--- config.mk ---
export PLATFORM = sky130hd
export DESIGN_NAME = ptpe_tap_encoder
export DESIGN_NICKNAME = d
export VERILOG_FILES = /design/src/verilog/ptpe_pkg.sv /design/src/verilog/ptpe_code_if.sv /design/src/verilog/ptpe_encoder.sv /design/src/verilog/ptpe_tap_encoder.sv
export SDC_FILE = /design/constraint.sdc
export NUM_CORES = 1
export LEC_CHECK = 0
export BUFFER_PORTS_ARGS = -buffer_cell sky130_fd_sc_hd__buf_4
export CAP_MARGIN = 10
export CORE_MARGIN = 1.5
export CORE_UTILIZATION = 50
export DETAILED_ROUTE_END_ITERATION = 8
export HOLD_SLACK_MARGIN = 0.02
export PLACE_DENSITY = 0.71
export SYNTH_ARGS = -nofsm -noshare
export SYNTH_HDL_FRONTEND = slang
export SYNTH_SLANG_ARGS = --single-unit
--- constraint.sdc ---
create_clock -name clk -period 3.45 [get_ports clk]
set_clock_uncertainty 0.15 [all_clocks]
set_input_delay 0.69 -clock clk [delete_from_list [all_inputs] [get_ports clk]]
set_output_delay 0.69 -clock clk [all_outputs]
set_load 0.03 [all_outputs]
--- src/verilog/ptpe_pkg.sv ---
/*
 Constants for the tap position encoder: segment bounds, code offsets,
 clamp codes and the power-up recall delay.
 Assumes a 100 MHz system clock.
*/
package ptpe_pkg;

   // ---------------------------------------------------------------
   // Tap encoding
   // ---------------------------------------------------------------
   localparam int unsigned TAP_W          = 8;
   localparam logic [7:0]  SEG0_LAST      = 8'h18;   // 24
   localparam logic [7:0]  SEG1_LAST      = 8'h31;   // 49
   localparam logic [7:0]  SEG2_LAST      = 8'h4A;   // 74
   localparam logic [7:0]  TAP_LAST       = 8'h63;   // 99
   localparam logic [7:0]  SEG1_BASE      = 8'h51;   // 81
   localparam logic [7:0]  SEG2_ADD       = 8'h0E;   // 14
   localparam logic [7:0]  SEG3_BASE      = 8'hC3;   // 195
   localparam logic [7:0]  CODE_MIN       = 8'h00;
   localparam logic [7:0]  CODE_TOP_TAP   = 8'h60;   // 96
   localparam logic [7:0]  WIPER_RESET    = 8'h00;

   // ---------------------------------------------------------------
   // Power-up recall timing
   // ---------------------------------------------------------------
   localparam int unsigned CLK_MHZ        = 100;
   localparam int unsigned RECALL_MIN_MS  = 25;
   localparam int unsigned RECALL_TYP_MS  = 50;
   localparam int unsigned RECALL_MAX_MS  = 75;
   localparam int unsigned RECALL_CYCLES  = RECALL_TYP_MS * 1000 * CLK_MHZ;
   localparam int unsigned RECALL_CNT_W   = 23;

   typedef enum logic [1:0] {
      RCL_IDLE  = 2'b00,
      RCL_WAIT  = 2'b01,
      RCL_DONE  = 2'b10
   } ptpe_recall_type;

endpackage : ptpe_pkg

--- src/verilog/ptpe_code_if.sv ---
/*
 Interface carrying a signed tap request to the encoder and the code back.
 Assumes both ends share the one system clock.
*/
`timescale 1ns/1ps
`default_nettype none
interface ptpe_code_if;
   logic signed [7:0] tap;
   logic [7:0]        code;
   modport enc (input tap, output code);
   modport user (output tap, input code);
endinterface : ptpe_code_if
`default_nettype wire

--- src/verilog/ptpe_encoder.sv ---
/*
 Combinational tap position to wiper byte mapping with range clamp.
 Assumes the tap is a signed two's complement request.
*/
`timescale 1ns/1ps
`default_nettype none
module ptpe_encoder
   import ptpe_pkg::*;
(
   ptpe_code_if.enc port
);
   logic [7:0] t;

   always_comb
   begin
      t = port.tap;
      if (port.tap < 0)
         port.code = CODE_MIN;
      else if (t > TAP_LAST)
         port.code = CODE_TOP_TAP;
      else if (t > SEG2_LAST)
         port.code = SEG3_BASE - t;
      else if (t > SEG1_LAST)
         port.code = t + SEG2_ADD;
      else if (t > SEG0_LAST)
         port.code = SEG1_BASE - t;
      else
         port.code = t;
   end
endmodule : ptpe_encoder
`default_nettype wire

--- src/verilog/ptpe_tap_encoder.sv ---
/*
 Tap position encoder for the hundred_tap_potentiometer: maps a requested
 tap to its wiper byte, registers it, and holds the stored setting back
 until the power_up_recall_delay has run out after power-up.
 Assumes power_good rises once the supply passes the
 recall_supply_threshold, and that inputs are synchronous to clk.
*/
// How it works
// Taps 0..24 encode as themselves
// Taps 25..49 encode as 81 minus tap
// Taps 50..74 encode as tap plus 14
// Taps 75..99 encode as 195 minus tap
// Negative tap clamps to code zero
// Tap above 99 clamps to 96
// Stored wiper recalled 50 ms after power-up
// Index 0..99, segments split at 24/49/74
`timescale 1ns/1ps
`default_nettype none
module ptpe_tap_encoder
   import ptpe_pkg::*;
#(
   parameter int unsigned RECALL_CYC = RECALL_CYCLES
)
(
   // Clock and reset
   input  wire logic              clk,
   input  wire logic              resetn,
   // Supply monitor
   input  wire logic              power_good,
   input  wire logic [7:0]        stored_wiper,
   // Tap request
   input  wire logic              tap_valid,
   input  wire logic signed [7:0] tap_pos,
   // Wiper output
   output logic [7:0]             wiper_code,
   output logic                   wiper_update,
   output logic                   recall_done
);
   // ---------------------------------------------------------------
   // Encoder
   // ---------------------------------------------------------------
   ptpe_code_if     enc_bus ();
   ptpe_recall_type state_reg;
   logic [RECALL_CNT_W-1:0] cnt_reg;
   logic            ready;

   assign enc_bus.tap = tap_pos;
   assign ready       = (state_reg == RCL_DONE);

   ptpe_encoder u_enc (
      .port (enc_bus)
   );

   // ---------------------------------------------------------------
   // Power-up recall sequencing
   // ---------------------------------------------------------------
   // Supply drop restarts the wait so a brown-out recalls again
   always_ff @(posedge clk)
   begin
      if (!resetn)
      begin
         state_reg <= RCL_IDLE;
         cnt_reg   <= '0;
      end
      else if (!power_good)
      begin
         state_reg <= RCL_IDLE;
         cnt_reg   <= '0;
      end
      else
      begin
         case (state_reg)
            RCL_IDLE:
            begin
               state_reg <= RCL_WAIT;
               cnt_reg   <= '0;
            end
            RCL_WAIT:
            begin
               if (cnt_reg == RECALL_CNT_W'(RECALL_CYC - 1))
                  state_reg <= RCL_DONE;
               else
                  cnt_reg <= cnt_reg + 1'b1;
            end
            RCL_DONE:
               state_reg <= RCL_DONE;
            default:
               state_reg <= RCL_IDLE;
         endcase
      end
   end

   // ---------------------------------------------------------------
   // Wiper register
   // ---------------------------------------------------------------
   always_ff @(posedge clk)
   begin
      if (!resetn)
      begin
         wiper_code   <= WIPER_RESET;
         wiper_update <= 1'b0;
      end
      else if (power_good && state_reg == RCL_WAIT && cnt_reg == RECALL_CNT_W'(RECALL_CYC - 1))
      begin
         wiper_code   <= stored_wiper;
         wiper_update <= 1'b1;
      end
      else if (ready && tap_valid)
      begin
         wiper_code   <= enc_bus.code;
         wiper_update <= 1'b1;
      end
      else
         wiper_update <= 1'b0;
   end

   // Requests before recall are dropped: recall must not be overwritten
   assign recall_done = ready;

endmodule : ptpe_tap_encoder
`default_nettype wire
# After elaboration in Yosys (flattened, before gate mapping)

Cells that the tools add are included.

Eq/ne operators: 5
Mux-type cells: 13
$lt $le $gt $ge: 5
Bitwise gates (word level): 0
$mul: 0
Divide/modulo/power cells: 0
Shift-type cells: 0
Reduce and logical (&&, ||, !) cells: 8
Add/subtract/negate cells: 4

Operators by type and width:

| kind                                                          | count |
|---|---|
| two-way mux 8 bit                                             | 7 |
| case mux 23 bit (2 select lines)                              | 1 |
| adder 23 x 1 -> 23 bit, second input constant                 | 1 |
| equality test 23 bit, second input constant                   | 1 |
| two-way mux 23 bit                                            | 1 |
| greater-than comparator 8 x 7 -> 1 bit, second input constant | 2 |
| adder 8 x 4 -> 8 bit, second input constant                   | 1 |
| greater-than comparator 8 x 5 -> 1 bit, second input constant | 1 |
| greater-than comparator 8 x 6 -> 1 bit, second input constant | 1 |
| < comparator 8 x 1 -> 1 bit, second input constant            | 1 |
| subtractor 7 x 8 -> 8 bit, first input constant               | 1 |
| subtractor 8 bit, first input constant                        | 1 |
| case mux 2 bit (3 select lines)                               | 1 |
| AND reduction 2 bit                                           | 2 |
| nonzero test 2 bit                                            | 2 |
| logical AND 1 bit                                             | 3 |
| equality test 2 x 1 -> 1 bit, second input constant           | 1 |
| equality test 2 bit, second input constant                    | 1 |
| zero test 2 bit                                               | 1 |
| two-way mux 1 bit                                             | 2 |
| two-way mux 2 bit                                             | 1 |
| != test 2 x 1 -> 1 bit, second input constant                 | 1 |
| != test 2 bit, second input constant                          | 1 |

RAM bits: 0
Input port bits: 20
Memories: 0
Bits in latches: 0
Logic and storage cells: 39
Output and inout port bits: 10
Bits in registers: 34
Bits in read-only memories: 0

# Depth between registers and ports, before layout

Depth after elaboration: 8
Mapped depth: 9
Gate-level depth less buffers: 8

# By module

From an unflattened synthesis, not the netlist that was laid out.

Cell total of the unflattened synthesis: 303
Area total of the unflattened synthesis: 2421.1 um2

Modules (own cells, without submodules):

| module           | cells each | instances | sequential area each (um2) | area each (um2) |
|---|---|---|---|---|
| ptpe_tap_encoder | 227        | 1         | 680.7                      | 1895.6 |
| ptpe_encoder     | 76         | 1         | 0.0                        | 525.5 |

# Least setup slack after synthesis

Ideal clock, no wire load.

Path kind: in2reg
Start point: input tap_pos[3]
End point: register wiper_code[3]
Required time: 3.177 ns
Slack: 0.756 ns
Stages: 9
Buffers on the path: 1
Library setup time: 0.123 ns
Arrival time: 2.421 ns
Cell sequence: clkbuf_1 -> inv_1 -> ha_1 -> mux2_2 -> a22oi_1 -> mux2i_1 -> xnor2_1 -> mux2i_1 -> o22ai_1

Longest elaborated chain between the ends: 8

RTL lines:

| element                                                                             | RTL line                               | text |
|---|---|---|
| start: declaration                                                                  | ptpe_tap_encoder.sv:33                 | `input wire logic signed [7:0] tap_pos,` |
| subtractor 7 x 8 -> 8 bit or greater-than comparator 8 x 5 -> 1 bit (tied branches) | ptpe_encoder.sv:26, ptpe_encoder.sv:25 |  |
| two-way mux 8 bit                                                                   | ptpe_encoder.sv:25                     | `else if (t > SEG0_LAST)` |
| two-way mux 8 bit                                                                   | ptpe_encoder.sv:23                     | `else if (t > SEG1_LAST)` |
| two-way mux 8 bit                                                                   | ptpe_encoder.sv:21                     | `else if (t > SEG2_LAST)` |
| two-way mux 8 bit                                                                   | ptpe_encoder.sv:19                     | `else if (t > TAP_LAST)` |
| two-way mux 8 bit *                                                                 | ptpe_encoder.sv:17                     | `if (port.tap < 0)` |
| two-way mux 8 bit *                                                                 | ptpe_tap_encoder.sv:108                | `else if (ready && tap_valid)` |
| two-way mux 8 bit *                                                                 | ptpe_tap_encoder.sv:103                | `else if (power_good && state_reg == RCL_WAIT && cnt_reg == RECALL_CNT_W'(RECALL_CYC - 1))` |
| end signal: assignment                                                              | ptpe_tap_encoder.sv:105                | `wiper_code <= stored_wiper;` |
| end signal: assignment                                                              | ptpe_tap_encoder.sv:110                | `wiper_code <= enc_bus.code;` |
| end: declaration                                                                    | ptpe_tap_encoder.sv:35                 | `output logic [7:0] wiper_code,` |

Mark *: on every way between the ends. The rest lies on a longest branch, timed or not. The select of a mux whose other input is x is not followed.
A chain may end at the register's enable or synchronous reset.

# Worst setup path in the final report

Start point: input tap_pos[2]
End point: register wiper_code[5]

Same word-level chain as after synthesis.

==> parameters.txt <==
Parameter                              Value

Setup path
  Worst EP required    3480 ps
  Reg2Reg Setup Slack    890 ps
  Setup crit end kind    flop
  Class of the most critical setup path    input pin to flop
  Worst Path Arrival    2600 ps
  R2R depth    6
  Largest fanout of any net on the critical path    6
  Worst Setup Start Kind    input pin

Logic synthesis
  Xor and xnor area share after synthesis    6.09%
  Synthesized flop and latch total    34
  Area of the mapped netlist    2160 µm²
  Most frequently used cell type in the post-synthesis netlist    nand2_1
  EDFF count, synth    0
  Synthesized-area fraction occupied by ao, oa, aoi and oai cells    20.7%
  Dominant register cell in the synthesized netlist    dfxtp_1
  Syn avg cell area    7.76 µm²
  Most common library cells after synthesis    nand2_1 (41), dfxtp_1 (34), nor2_1 (27), a21oi_1 (22), nand3_1 (16)
  Share of synthesized flip-flops with an asynchronous set or reset    0%
  Cells taking the most area after synthesis    dfxtp_1 (32%), nand2_1 (7.1%), ha_1 (5.8%)
  Number of unique standard cell types used by synthesis    54
  Part of the Yosys area used for sequential elements    31.5%
  Synth area leader    dfxtp_1
  Post-synthesis share of cell area spent on full adders, half adders and majority gates    5.80%
  Warning count from the yosys run    0
  Share of the synthesized area in the top cell type    31.5%
  Synthesized Nets    308
  Area share of and/or/nand/nor cells after synthesis    29.1%
  Largest family of logic cells by synthesized area    simple AND/OR/NAND/NOR gates
  Mux cell area share after synthesis    2.38%
  Cell count after synthesis    278

Floorplan
  Total number of placement rows    23
  Die extent in x    68.7 µm
  Area of the core    4090 µm²
  Vertical die dimension    68.7 µm
  Initial Utilization    52.8%
  Overall die area    4720 µm²
  Ports    30

Detailed routing
  Number of DRC violations after detailed routing    0
  Ratio of routed vias to standard cells    5.79
  Number of routed nets with antenna violations    0
  Overall routed net length    5270 µm
  Number of violations reported at the end of detailed-routing iteration 0    144
  Post-DR wirelength/cell    14.8 µm
  Drt first pass iters    4
  Total number of vias    2,062

Placed design
  Routability-driven placement congestion ratio    0.907
  Cell count after placement    349
  Post-DP Area    2400 µm²
  Quantity of I/O buffers inserted on ports    29
  Worst setup slack before clock tree synthesis    606 ps
  Detailed placement HPWL    3830 µm

Clock network
  Quantity of hold-fixing buffers added after cts    0
  Clock transition at path regs    60 ps
  Clock tree from TritonCTS    yes
  Clock net sink count    34
  H-Tree Depth    2
  Number of buffers created by CTS    5
  Worst-Skew Late Latency    300 ps
  Number of gates resized after cts    0
  Buffer levels on the longest clock path    2
  Root buffer selected by CTS    clkbuf_8
  Post-CTS setup repair buffer count    0

Global route
  Number of antenna violations at the first check in global routing    0
  Global-route wire length before repair    8270 µm
  Number of global-route vias before repair    1,753
  Maximum number of pins on one net before global-route repair    19
  Residual overflow from global routing    0
  GRT Resource Usage Total    24.1%

Timing
  Share of the clock period used by the worst path    74.4%
  Hold_ws    332 ps
  Setup repair after global routing missed its margin    false
  Fin worst setup slack    884 ps
  Final setup violating endpoints    0
  Count of final hold-check violations    0
  Setup TNS    0 ps
  Min cycle time layout    2570 ps
  Number of slew-limit violations in the final report    0
  Slew Limit Headroom    39.6%
  Tightest Pin Transition    897 ps
  Fmax achieved    390 MHz

Cells and area
  Flip-flop and latch area    681 µm²
  Number of flip-flops under the largest register name    23
  Final standard cell utilization of the core    60.6%
  Synth-to-layout area growth    14.7%
  Filler cell count    365
  Final cell area excluding filler cells    2480 µm²
  Nets@finish    336
  Area used by multi-input combinational logic    1380 µm²
  Post-layout instance count excluding filler cells    356
  Antenna diode count    0
  Layout cell share with drive strength beyond 1    15.0%

Worst hold path
  Worst Hold Path Cells    2
  Tightest Hold Check Type    flop to flop

Pwr
  Leak pwr    0.910 nW
  Pwr dens    324 nW/µm²
  Post-layout total power    0.803 mW
  Worst IR Drop VDD    0.000234 V

Outcome
  Result of the run    finished clean

Job
  Maxcap violations    0
## final cells by class
cell class	count	share of cell area [%]
Clock buffer	7	3.08
Inverter	11	1.67
Multi-Input combinational cell	223	55.8
Sequential cell	34	27.5
Tap cell	50	2.53
Timing Repair Buffer	31	9.40
## logic make-up (layout without fill, tap and decap cells)
kind of cell	Yosys count	count (layout)
adder cells (fa/ha/maj)	10	10
buffers and inverters	21	49
multiplexers	5	5
XOR/XNOR	15	15
AO/OA/AOI/OAI	67	67
flip-flops	34	34
AND/OR/NAND/NOR	126	126
## where the power goes
group	switching, mW	internal [mW]
registers	0.00193	0.395
logic	0.0753	0.0498
clock network	0.143	0.139
total	0.220	0.584
## worst paths after layout
check | from | end
worst max-delay path | tap_pos[2] | wiper_code[5]
worst min-delay path | state_reg[1] | state_reg[1]
worst max register to register | cnt_reg[14] | cnt_reg[22]
worst min register to register | state_reg[1] | state_reg[1]
## cells in the final DEF (no fill, tap or decap), types with 2 or more instances in the layout
cell type  Yosys  final
nand4_1        6      6
or2_2          3      3
inv_1         10     10
nand2b_1       2      2
o41a_1         2      2
o31ai_1        3      3
clkbuf_8       0      5
buf_4          2     31
dfxtp_1       34     34
ha_1          10     10
nor2_1        27     27
or3_1          5      5
a22oi_1        3      3
mux2i_1        4      4
o21ai_0       12     12
nor4_1         2      2
xnor2_1        9      9
clkbuf_1       6      2
xor2_1         6      6
nand2_1       41     41
a311oi_1       2      2
a31oi_1        5      5
nor2b_1        2      2
nand3_1       16     16
a21oi_1       22     22
o211ai_1       2      2
nor3_1        10     10
o22ai_1        5      5
## routing by layer
metal | global-route usage, % | wire length (µm)
met1 | 35.1 | 2660
met2 | 33.7 | 2310
met3 | 5.03 | 204
met4 | 10.8 | 96
met5 | 0 | 0
## critical path, stage by stage
cell,delay (ps)
buf_4,130
inv_1,150
ha_1,210
nor4b_1,440
o21ai_0,210
o21ai_0,130
a22oi_1,120
xor2_1,170
a221o_1,350
Power figures use the tool's default switching activity.
